`src/logic/wbs_pkg.sv`:
```
// Package with register map, field layout and timing constants
package wbs_pkg;

    // ------------------------------------------------------------------
    // Register map (7-bit addresses)
    // ------------------------------------------------------------------
    localparam logic [6:0] ADDR_SECOND_LIN_FAULT = 7'h45;
    localparam logic [6:0] ADDR_WAKE_SRC_A       = 7'h46;
    localparam logic [6:0] ADDR_WAKE_SRC_B       = 7'h47;
    localparam logic [6:0] ADDR_INPUT_LEVEL      = 7'h48;

    localparam logic [7:0] RESET_ZERO = 8'h00;

    // ------------------------------------------------------------------
    // Field positions
    // ------------------------------------------------------------------
    localparam int FAULT_LSB     = 1;
    localparam int FAULT_MSB     = 2;
    localparam int DEV_STRAP_BIT = 7;
    localparam int CFG_PULL_BIT  = 6;
    localparam int GP2_BIT       = 5;
    localparam int GP1_BIT       = 4;
    localparam int TIMER_BIT     = 4;

    // Valid bit masks; everything else is reserved and reads zero
    localparam logic [7:0] MASK_FAULT  = 8'h06;
    localparam logic [7:0] MASK_WAKE_A = 8'hf7;
    localparam logic [7:0] MASK_WAKE_B = 8'h30;
    localparam logic [7:0] MASK_LEVEL  = 8'hf7;

    // ------------------------------------------------------------------
    // Fault codes
    // ------------------------------------------------------------------
    typedef enum logic [1:0] {
        FAULT_NONE    = 2'b00,
        FAULT_THERMAL = 2'b01,
        FAULT_TX_DOM  = 2'b10,
        FAULT_BUS_DOM = 2'b11
    } wbs_fault_e;

    // ------------------------------------------------------------------
    // Timing
    // ------------------------------------------------------------------
    localparam longint CLK_HZ        = 64'd50_000_000;
    localparam longint DOM_TIMEOUT_US = 64'd20_000;
    localparam longint DOM_CYCLES    = (DOM_TIMEOUT_US * CLK_HZ) / 64'd1_000_000;
    localparam int     TXEN_TIME_NS  = 10_000;
    localparam int     TXEN_CYCLES   = (TXEN_TIME_NS + 19) / 20;
    localparam int     CNT_W         = 20;

    // ------------------------------------------------------------------
    // Carriers
    // ------------------------------------------------------------------
    typedef struct packed {
        logic second_lin_wake;
        logic first_lin_wake;
        logic can_wake;
        logic timer_wake;
        logic [2:0] wake_pin;
        logic [1:0] gp_pin;
    } wbs_wake_s;

    typedef struct packed {
        logic tx_in;
        logic bus_dominant;
        logic thermal_shutdown;
        logic wake_capable;
        logic tx_off;
    } wbs_lin_s;

    typedef struct packed {
        logic [2:0] sclk_sync;
        logic [2:0] csn_sync;
        logic [1:0] mosi_sync;
        logic [15:0] shift;
        logic [4:0] bit_cnt;
        logic [7:0] rd_data;
        logic [7:0] miso_data;
    } wbs_spi_s;

endpackage

```
`src/logic/wbs_lin_fault.sv`:
```
// Second LIN fault detector: dominant timeouts, thermal, tx re-enable
`timescale 1ns/1ps
module wbs_lin_fault #(
    parameter longint DOM_LIMIT = wbs_pkg::DOM_CYCLES
) (
    input  wire logic                   ref_clk,
    input  wire logic                   sys_rst,
    input  wire wbs_pkg::wbs_lin_s      lin,
    output logic [1:0]                  fault_now,
    output logic                        fault_event,
    output logic                        tx_enable
);

    typedef struct packed {
        logic [wbs_pkg::CNT_W-1:0] tx_cnt;
        logic [wbs_pkg::CNT_W-1:0] bus_cnt;
        logic [15:0]               en_cnt;
        logic [1:0]                code;
        logic                      tx_en;
    } wbs_lf_s;

    wbs_lf_s st_reg;
    wbs_lf_s st_next;

    logic idle;
    logic [wbs_pkg::CNT_W-1:0] lim;

    assign idle = lin.wake_capable | lin.tx_off;
    assign lim  = wbs_pkg::CNT_W'(DOM_LIMIT);

    always_comb begin
        st_next = st_reg;
        // Tx input low counts; high or idle clears
        if (lin.tx_in || idle) begin
            st_next.tx_cnt = '0;
        end else if (st_reg.tx_cnt <= lim) begin
            st_next.tx_cnt = st_reg.tx_cnt + 1'b1;
        end
        // Bus dominance counts; recessive or idle clears
        if (!lin.bus_dominant || idle) begin
            st_next.bus_cnt = '0;
        end else if (st_reg.bus_cnt <= lim) begin
            st_next.bus_cnt = st_reg.bus_cnt + 1'b1;
        end
        if (st_reg.bus_cnt > lim) begin
            st_next.code = wbs_pkg::FAULT_BUS_DOM;
        end else if (st_reg.tx_cnt > lim) begin
            st_next.code = wbs_pkg::FAULT_TX_DOM;
        end else if (lin.thermal_shutdown) begin
            st_next.code = wbs_pkg::FAULT_THERMAL;
        end else begin
            st_next.code = wbs_pkg::FAULT_NONE;
        end
        // Re-enable only after tx high for enable time
        if (st_reg.code != wbs_pkg::FAULT_NONE || !lin.tx_in) begin
            st_next.en_cnt = '0;
            if (st_reg.code != wbs_pkg::FAULT_NONE) begin
                st_next.tx_en = 1'b0;
            end
        end else if (!st_reg.tx_en) begin
            if (st_reg.en_cnt >= 16'(wbs_pkg::TXEN_CYCLES - 1)) begin
                st_next.tx_en = 1'b1;
            end else begin
                st_next.en_cnt = st_reg.en_cnt + 1'b1;
            end
        end
    end

    always_ff @(posedge ref_clk) begin
        if (sys_rst) begin
            st_reg <= '{default: '0, tx_en: 1'b1};
        end else begin
            st_reg <= st_next;
        end
    end

    assign fault_now   = st_reg.code;
    assign fault_event = st_reg.code != wbs_pkg::FAULT_NONE;
    assign tx_enable   = st_reg.tx_en;

    AST_TX_BLOCKED: assert property (@(posedge ref_clk)
        disable iff (sys_rst)
        st_reg.code != wbs_pkg::FAULT_NONE |=> !tx_enable)
        else $error("transmit enabled during fault");

    AST_TX_CLEAR: assert property (@(posedge ref_clk)
        disable iff (sys_rst)
        (lin.tx_in || idle) |=> st_reg.tx_cnt == '0)
        else $error("tx timeout not ended");

    AST_BUS_CLEAR: assert property (@(posedge ref_clk)
        disable iff (sys_rst)
        (!lin.bus_dominant || idle) |=> st_reg.bus_cnt == '0)
        else $error("bus timeout not ended");

    AST_BUS_CODE: assert property (@(posedge ref_clk)
        disable iff (sys_rst)
        st_reg.bus_cnt > lim |=> st_reg.code == wbs_pkg::FAULT_BUS_DOM)
        else $error("bus dominant code missing");

endmodule

```
`src/logic/wbs_status_regs.sv`:
```
// Wake and second-LIN status register bank behind a serial interface
`timescale 1ns/1ps

// ----------------------------------------------------------------------
// Overview of operation
// ----------------------------------------------------------------------
module wbs_status_regs #(
    // Dominant timeout in clocks, 20 ms at the system clock
    parameter longint DOM_LIMIT = wbs_pkg::DOM_CYCLES
) (
    input  wire logic                ref_clk,
    input  wire logic                sys_rst,
    input  wire logic                restart,
    // Serial register port
    input  wire logic                spi_sclk,
    input  wire logic                spi_csn,
    input  wire logic                spi_mosi,
    output logic                     spi_miso,
    // Wake events and fail-safe exit
    input  wire wbs_pkg::wbs_wake_s  wake_evt,
    input  wire logic                failsafe_exit,
    input  wire wbs_pkg::wbs_wake_s  failsafe_src,
    // Second LIN transceiver status
    input  wire wbs_pkg::wbs_lin_s   second_lin,
    output logic                     second_lin_tx_enable,
    // Supplies
    input  wire logic                highside_supply_ok,
    input  wire logic                can_supply_ok,
    output logic                     lin_supply_low,
    output logic                     can_supply_low,
    // Pin levels and modes
    input  wire logic [2:0]          wake_pin_in,
    input  wire logic [2:0]          wake_pin_cyclic,
    input  wire logic [2:0]          wake_pin_sample,
    input  wire logic [1:0]          gp_pin_in,
    input  wire logic [1:0]          gp_pin_selected,
    input  wire logic [1:0]          gp_pin_in_use,
    input  wire logic                normal_or_stop,
    input  wire logic                fail_output_test_pin,
    input  wire logic                interrupt_pullup_config
);

    // ------------------------------------------------------------------
    // State
    // ------------------------------------------------------------------
    typedef struct packed {
        wbs_pkg::wbs_spi_s spi;
        logic [7:0]        second_lin_fault_status;
        logic [7:0]        wake_source_status_a;
        logic [7:0]        wake_source_status_b;
        logic [7:0]        input_level_status;
        logic [7:0]        rd_snap;
        logic [1:0]        rd_which;
        logic [2:0]        wk_s1;
        logic [2:0]        wk_s2;
        logic [1:0]        gp_s1;
        logic [1:0]        gp_s2;
        logic [1:0]        strap_s;
        logic              strap_done;
        logic              miso;
    } wbs_top_s;

    wbs_top_s st_reg;
    wbs_top_s st_next;

    logic [1:0] lin_fault_now;
    logic       lin_fault_evt;

    // ------------------------------------------------------------------
    // Helpers
    // ------------------------------------------------------------------
    // Maps address to register index; 4 means unmapped
    function automatic logic [2:0] reg_index(input logic [6:0] addr);
        unique case (addr)
            wbs_pkg::ADDR_SECOND_LIN_FAULT: reg_index = 3'd0;
            wbs_pkg::ADDR_WAKE_SRC_A:       reg_index = 3'd1;
            wbs_pkg::ADDR_WAKE_SRC_B:       reg_index = 3'd2;
            wbs_pkg::ADDR_INPUT_LEVEL:      reg_index = 3'd3;
            default:                        reg_index = 3'd4;
        endcase
    endfunction

    function automatic logic [7:0] wake_a(input wbs_pkg::wbs_wake_s w);
        wake_a = {w.second_lin_wake, w.first_lin_wake, w.can_wake,
                  w.timer_wake, 1'b0, w.wake_pin};
    endfunction

    // ------------------------------------------------------------------
    // Fault detector
    // ------------------------------------------------------------------
    wbs_lin_fault #(.DOM_LIMIT(DOM_LIMIT)) u_fault (
        .ref_clk     (ref_clk),
        .sys_rst     (sys_rst),
        .lin         (second_lin),
        .fault_now   (lin_fault_now),
        .fault_event (lin_fault_evt),
        .tx_enable   (second_lin_tx_enable)
    );

    // Supply comparators are live: low ends with the threshold
    assign lin_supply_low = !highside_supply_ok;
    assign can_supply_low = !can_supply_ok;

    // ------------------------------------------------------------------
    // Next state
    // ------------------------------------------------------------------
    logic       sclk_rise;
    logic       sclk_fall;
    logic       cs_active;
    logic       cs_end;
    logic [2:0] idx;
    logic [7:0] wake_set_a;
    logic [7:0] wake_set_b;
    logic [7:0] clr;

    always_comb begin
        st_next   = st_reg;
        sclk_rise = st_reg.spi.sclk_sync[2:1] == 2'b01;
        sclk_fall = st_reg.spi.sclk_sync[2:1] == 2'b10;
        cs_active = !st_reg.spi.csn_sync[1];
        cs_end    = st_reg.spi.csn_sync[2:1] == 2'b01;
        idx       = reg_index(st_reg.spi.shift[6:0]);
        clr       = '0;
        // Two-stage synchronisers on all serial pins
        st_next.spi.sclk_sync = {st_reg.spi.sclk_sync[1:0], spi_sclk};
        st_next.spi.csn_sync  = {st_reg.spi.csn_sync[1:0], spi_csn};
        st_next.spi.mosi_sync = {st_reg.spi.mosi_sync[0], spi_mosi};
        st_next.wk_s1   = wake_pin_in;
        st_next.wk_s2   = st_reg.wk_s1;
        st_next.gp_s1   = gp_pin_in;
        st_next.gp_s2   = st_reg.gp_s1;
        st_next.strap_s = {st_reg.strap_s[0], fail_output_test_pin};

        // Serial frame: one unused bit, 7-bit address, then 8 data bits out
        if (!cs_active) begin
            st_next.spi.bit_cnt = '0;
        end else if (sclk_rise) begin
            st_next.spi.shift   = {st_reg.spi.shift[14:0],
                                   st_reg.spi.mosi_sync[1]};
            st_next.spi.bit_cnt = st_reg.spi.bit_cnt + 5'd1;
        end
        if (cs_active && sclk_fall) begin
            if (st_reg.spi.bit_cnt == 5'd8) begin
                // Snapshot at address end, so later events are kept
                unique case (idx)
                    3'd0: st_next.rd_snap = st_reg.second_lin_fault_status;
                    3'd1: st_next.rd_snap = st_reg.wake_source_status_a;
                    3'd2: st_next.rd_snap = st_reg.wake_source_status_b;
                    3'd3: st_next.rd_snap = st_reg.input_level_status;
                    default: st_next.rd_snap = '0;
                endcase
                st_next.rd_which = idx[1:0];
                if (idx[2]) begin
                    st_next.rd_which = 2'd3;
                end
                st_next.spi.miso_data = st_next.rd_snap;
            end else begin
                st_next.spi.miso_data = {st_reg.spi.miso_data[6:0], 1'b0};
            end
            st_next.miso = st_next.spi.miso_data[7];
        end
        // Clear only bits the host actually got, at frame end
        if (cs_end && st_reg.spi.bit_cnt >= 5'd16) begin
            clr = st_reg.rd_snap;
        end

        wake_set_a = wake_a(wake_evt);
        wake_set_b = '0;
        wake_set_b[wbs_pkg::GP2_BIT] = wake_evt.gp_pin[1];
        wake_set_b[wbs_pkg::GP1_BIT] = wake_evt.gp_pin[0];
        if (failsafe_exit) begin
            wake_set_a = wake_set_a | wake_a(failsafe_src);
            wake_set_b[wbs_pkg::GP2_BIT] |= failsafe_src.gp_pin[1];
            wake_set_b[wbs_pkg::GP1_BIT] |= failsafe_src.gp_pin[0];
        end

        // Set wins over clear; reserved bits masked
        if (st_reg.rd_which == 2'd1) begin
            st_next.wake_source_status_a =
                ((st_reg.wake_source_status_a & ~clr) | wake_set_a)
                & wbs_pkg::MASK_WAKE_A;
        end else begin
            st_next.wake_source_status_a =
                (st_reg.wake_source_status_a | wake_set_a)
                & wbs_pkg::MASK_WAKE_A;
        end
        if (st_reg.rd_which == 2'd2) begin
            st_next.wake_source_status_b =
                ((st_reg.wake_source_status_b & ~clr) | wake_set_b)
                & wbs_pkg::MASK_WAKE_B;
        end else begin
            st_next.wake_source_status_b =
                (st_reg.wake_source_status_b | wake_set_b)
                & wbs_pkg::MASK_WAKE_B;
        end

        // Fault code latches; cleared by read unless still active
        if (lin_fault_evt) begin
            st_next.second_lin_fault_status =
                {5'b0, lin_fault_now, 1'b0};
        end else if (st_reg.rd_which == 2'd0 && clr != '0) begin
            st_next.second_lin_fault_status = wbs_pkg::RESET_ZERO;
        end

        // Strap and config caught once after reset
        if (!st_reg.strap_done) begin
            st_next.strap_done = 1'b1;
            st_next.input_level_status[wbs_pkg::DEV_STRAP_BIT] =
                st_reg.strap_s[1];
            st_next.input_level_status[wbs_pkg::CFG_PULL_BIT] =
                interrupt_pullup_config;
        end
        // Wake pins: live, or latest sample in cyclic mode
        for (int i = 0; i < 3; i++) begin
            if (!wake_pin_cyclic[i] || wake_pin_sample[i]) begin
                st_next.input_level_status[i] = st_reg.wk_s2[i];
            end
        end
        // Gp pins: no cyclic path at all
        for (int j = 0; j < 2; j++) begin
            if (gp_pin_selected[j] && gp_pin_in_use[j] && normal_or_stop) begin
                st_next.input_level_status[wbs_pkg::GP1_BIT + j] =
                    st_reg.gp_s2[j];
            end
        end
        st_next.input_level_status = st_next.input_level_status
                                     & wbs_pkg::MASK_LEVEL;

        // Restart: fault bits kept, rest zero
        if (restart) begin
            st_next.second_lin_fault_status =
                st_reg.second_lin_fault_status & wbs_pkg::MASK_FAULT;
        end
    end

    // ------------------------------------------------------------------
    // Registers
    // ------------------------------------------------------------------
    always_ff @(posedge ref_clk) begin
        if (sys_rst) begin
            st_reg          <= '0;
            st_reg.spi.sclk_sync <= '0;
            st_reg.spi.csn_sync  <= 3'b111;
            st_reg.rd_which <= 2'd3;
            // Strap sync keeps running so the capture sees the pin
            st_reg.strap_s  <= st_next.strap_s;
        end else begin
            st_reg <= st_next;
        end
    end

    assign spi_miso = st_reg.miso;

    // ------------------------------------------------------------------
    // Checks
    // ------------------------------------------------------------------
    AST_RSVD_ZERO: assert property (@(posedge ref_clk)
        disable iff (sys_rst)
        ((st_reg.wake_source_status_a & ~wbs_pkg::MASK_WAKE_A) == '0) &&
        ((st_reg.wake_source_status_b & ~wbs_pkg::MASK_WAKE_B) == '0) &&
        ((st_reg.second_lin_fault_status & ~wbs_pkg::MASK_FAULT) == '0))
        else $error("reserved bit set");

    AST_WAKE_SET: assert property (@(posedge ref_clk)
        disable iff (sys_rst)
        wake_evt.timer_wake && !restart
        |=> st_reg.wake_source_status_a[wbs_pkg::TIMER_BIT])
        else $error("timer wake flag lost");

    AST_FS_SET: assert property (@(posedge ref_clk)
        disable iff (sys_rst)
        failsafe_exit && failsafe_src.gp_pin[1]
        |=> st_reg.wake_source_status_b[wbs_pkg::GP2_BIT])
        else $error("fail-safe wake source not flagged");

    AST_FAULT_CODE: assert property (@(posedge ref_clk)
        disable iff (sys_rst)
        lin_fault_evt && !restart |=>
        st_reg.second_lin_fault_status[wbs_pkg::FAULT_MSB:wbs_pkg::FAULT_LSB]
        == $past(lin_fault_now))
        else $error("fault code mismatch");

    AST_RESTART_KEEP: assert property (@(posedge ref_clk)
        disable iff (sys_rst)
        restart && !lin_fault_evt |=> st_reg.second_lin_fault_status ==
        $past(st_reg.second_lin_fault_status))
        else $error("restart changed fault bits");

    AST_GP_HOLD: assert property (@(posedge ref_clk)
        disable iff (sys_rst)
        !gp_pin_selected[0] |=>
        $stable(st_reg.input_level_status[wbs_pkg::GP1_BIT]))
        else $error("gp level changed while unselected");

endmodule

```
`config.mk`:
```
export PLATFORM = sky130hd
export DESIGN_NAME = wbs_status_regs
export DESIGN_NICKNAME = d
export VERILOG_FILES = /design/src/logic/wbs_pkg.sv /design/src/logic/wbs_lin_fault.sv /design/src/logic/wbs_status_regs.sv
export SDC_FILE = /design/constraint.sdc
export NUM_CORES = 1
export LEC_CHECK = 0
export BUFFER_PORTS_ARGS = -buffer_cell sky130_fd_sc_hd__buf_2
export CORE_MARGIN = 1.5
export CORE_UTILIZATION = 36
export CTS_CLUSTER_DIAMETER = 150
export DETAILED_ROUTE_END_ITERATION = 10
export PLACE_DENSITY = 0.61
export SLEW_MARGIN = 0
export SYNTH_ARGS = -nofsm -noshare
export SYNTH_HDL_FRONTEND = slang
export SYNTH_SLANG_ARGS = --single-unit
```
`constraint.sdc`:
```
create_clock -name ref_clk -period 4.9 [get_ports ref_clk]
set_input_delay 0.245 -clock ref_clk [delete_from_list [all_inputs] [get_ports ref_clk]]
set_output_delay 0.245 -clock ref_clk [all_outputs]
set_load 0.01 [all_outputs]
```
==> results.cfg <==
[clocking]
cts-buffers-inserted = 17
cts_num_sinks = 127
cts-root-buf = clkbuf_16
worstSkewPairLatency_ps = 410
cts_tree = yes
post-cts-setup-buffer-count = 0
clkTransAtPathRegs_ps = 50
clock_path_buffers = 2
h-tree-depth = 4

[yosys]
syn_nets = 637
ys_seq_area_share_pct = 48.6
ys_seq_elements = 127
synth.avg_cell_area_um2 = 9.03
postSynth.asyncResetShare_pct = 0
synth-main-ff-cell = dfxtp_1
synth_cell_types = 53
netlist_area_um2 = 5240
synth_edf_count = 0
synth.yosys.warnings = 0
synthTopCellsByArea = dfxtp_1 (49%), a21oi_1 (4.7%), nor2_1 (4.7%), nand2_1 (3.7%), mux2i_1 (3.1%)
yosysTopAreaCell = dfxtp_1
syn_inst = 580
synth_top_area_share_pct = 48.6

[timing]
max_freq_mhz = 444
final-setup-viol-count = 0
slew_headroom_pct = 38.3
worst_pin_slew_ps = 923
hold_violations = 0
fin_tns_setup_ps = 0
fin_crit_sh_pct = 46.0
slew_violations = 0
skew_ps = 6.09
rsz0062_at_grt = no
timing.final.crit_period_ps = 2250

[floorplanning]
core_um2 = 14000
dieArea_um2 = 15300
die_w_um = 124
die_y_um = 124
rows = 43
initial_utilization_pct = 37.3
io-pin-count = 54

[drt]
first_pass_iters = 5
drt_wl_total_mm = 11.3
viasPerCell = 5.19
vias = 4269
drt_iter0_drc = 267
drtAntennaViolNets = 0
wl_per_cell_um = 13.7
drc_errors = 0

[critical_path]
cp.required_ps = 5240
crit_family = simple AND/OR/NAND/NOR gates
path_max_fanout = 12
end_kind = register
reg2reg_to = st_reg[63]
r2r-start = st_next[100]
critPathSlowestCell = a211oi_2
setup.worst_path.class = register to register
critical_path.cell_chain = or3b_1, nand2b_1, a211oi_2, nand2_1, a21oi_1
arrival_ps = 2590
r2r_cells = 5
crit_path_start_kind = register
rrSetupSlack_ps = 2650
cpPeakStageDelay_ps = 600
cp_num_buf_inv = 0

[pwr]
pwr_density_cell_nw_per_um2 = 377
leakage_nw = 2.26
vdd_drop_max_mv = 0.262
power_mw = 2.35

[finish]
register_area_um2 = 2540
syn2layout_area_growth_pct = 19.0
utilization_pct = 44.4
nNetsFinal = 688
final_area_um2 = 6230
drive_gt1_share_pct = 14.3
multiInputGateArea_um2 = 2560
diodes = 0
mostFrequentLayoutCell = dfxtp_1
final_cell_mix = dfxtp_1 (127), nor2_1 (65), buf_2 (53), nand2_1 (51), a21oi_1 (49)
largest_reg_flops = 57
n_fill_cell = 1335

[placement]
numPortBuffers = 53
gp_congestion = 0.788
placed_cell_area_um2 = 5650
dp_hpwl_mm = 7.97

[global_routing]
grt_overflow = 0
grt_pass1_wl_mm = 19.0
antenna_found_initial = 0
grt_max_degree = 64
grt_pass1_vias = 4099
track_usage_pct = 16.1

[flow_run]
drv_cap = 0

[hold_path]
holdPathStages = 2
worstHoldStart = spi_csn
hold-path-endpoint = st_next[96]
hold_class = input pin to register

[outcome]
status = completed
## per-stage QoR
stage               worst slack, ps  hold WS, ps  instances
floorplan                      2970          273        580
global placement               2660          357        791
detailed placement             2600          364        791
CTS                            2660         6.79        823
global route                   2380         2.85        823
finish                         2650         21.4        823
## layout make-up
cell class	count	share of cell area [%]
Inverter	12	0.723
Tap cell	180	3.61
Clock buffer	26	8.01
Timing Repair Buffer	55	4.54
Multi-Input combinational cell	418	41.1
Clock inverter	5	1.26
Sequential cell	127	40.8
## metal layers
metal	vias to the layer above	routed length [µm]	track usage (%)
met1	1995	5180	19.6
met5	-	0	0
met2	75	5420	26.1
met3	15	487	4.76
li1	2184	-	-
met4	0	207	7.18
## kinds of logic after synthesis
logic type / share of synthesized area (%)
adder cells (fa/ha/maj): 1.67
AO/OA/AOI/OAI: 14.3
multiplexers: 3.06
AND/OR/NAND/NOR: 26.0
XOR/XNOR: 3.85
buffers and inverters: 2.56
flip-flops: 48.6
## worst max-delay path by stage
stage / slack (ps) / end / from / depth (start not counted)
floorplan: 2970 / u_fault.st_reg[9] / u_fault.st_reg[15] / 5
detailed placement: 2600 / u_fault.st_reg[46] / sys_rst / 6
global placement: 2660 / u_fault.st_reg[46] / sys_rst / 6
finish: 2650 / st_reg[63] / st_next[100] / 5
CTS: 2660 / st_reg[63] / st_next[100] / 5
global route: 2380 / st_reg[63] / st_reg[72] / 7
## what timing repair did
item | 4_1_cts | 5_1_grt
hold buffers | 1 | 0
resized for setup | 0 | 0
hold endpoints to repair | 1 | 0
## power breakdown
part,total [mW],internal [mW],switching [mW]
logic,0.0681,0.0324,0.0358
registers,1.06,1.05,0.0101
clock network,1.22,0.798,0.422
## cell usage after synthesis (12+ instances only)
cell type    n
a21oi_1     49
mux2i_1     16
xor2_1      13
nand2b_1    12
dfxtp_1    127
nor2b_1     19
nand2_1     51
clkbuf_1    20
inv_1       12
nand3_1     18
or3_1       18
nor2_1      65
o21ai_0     22
Note: power is estimated with default switching activity, not from simulation.
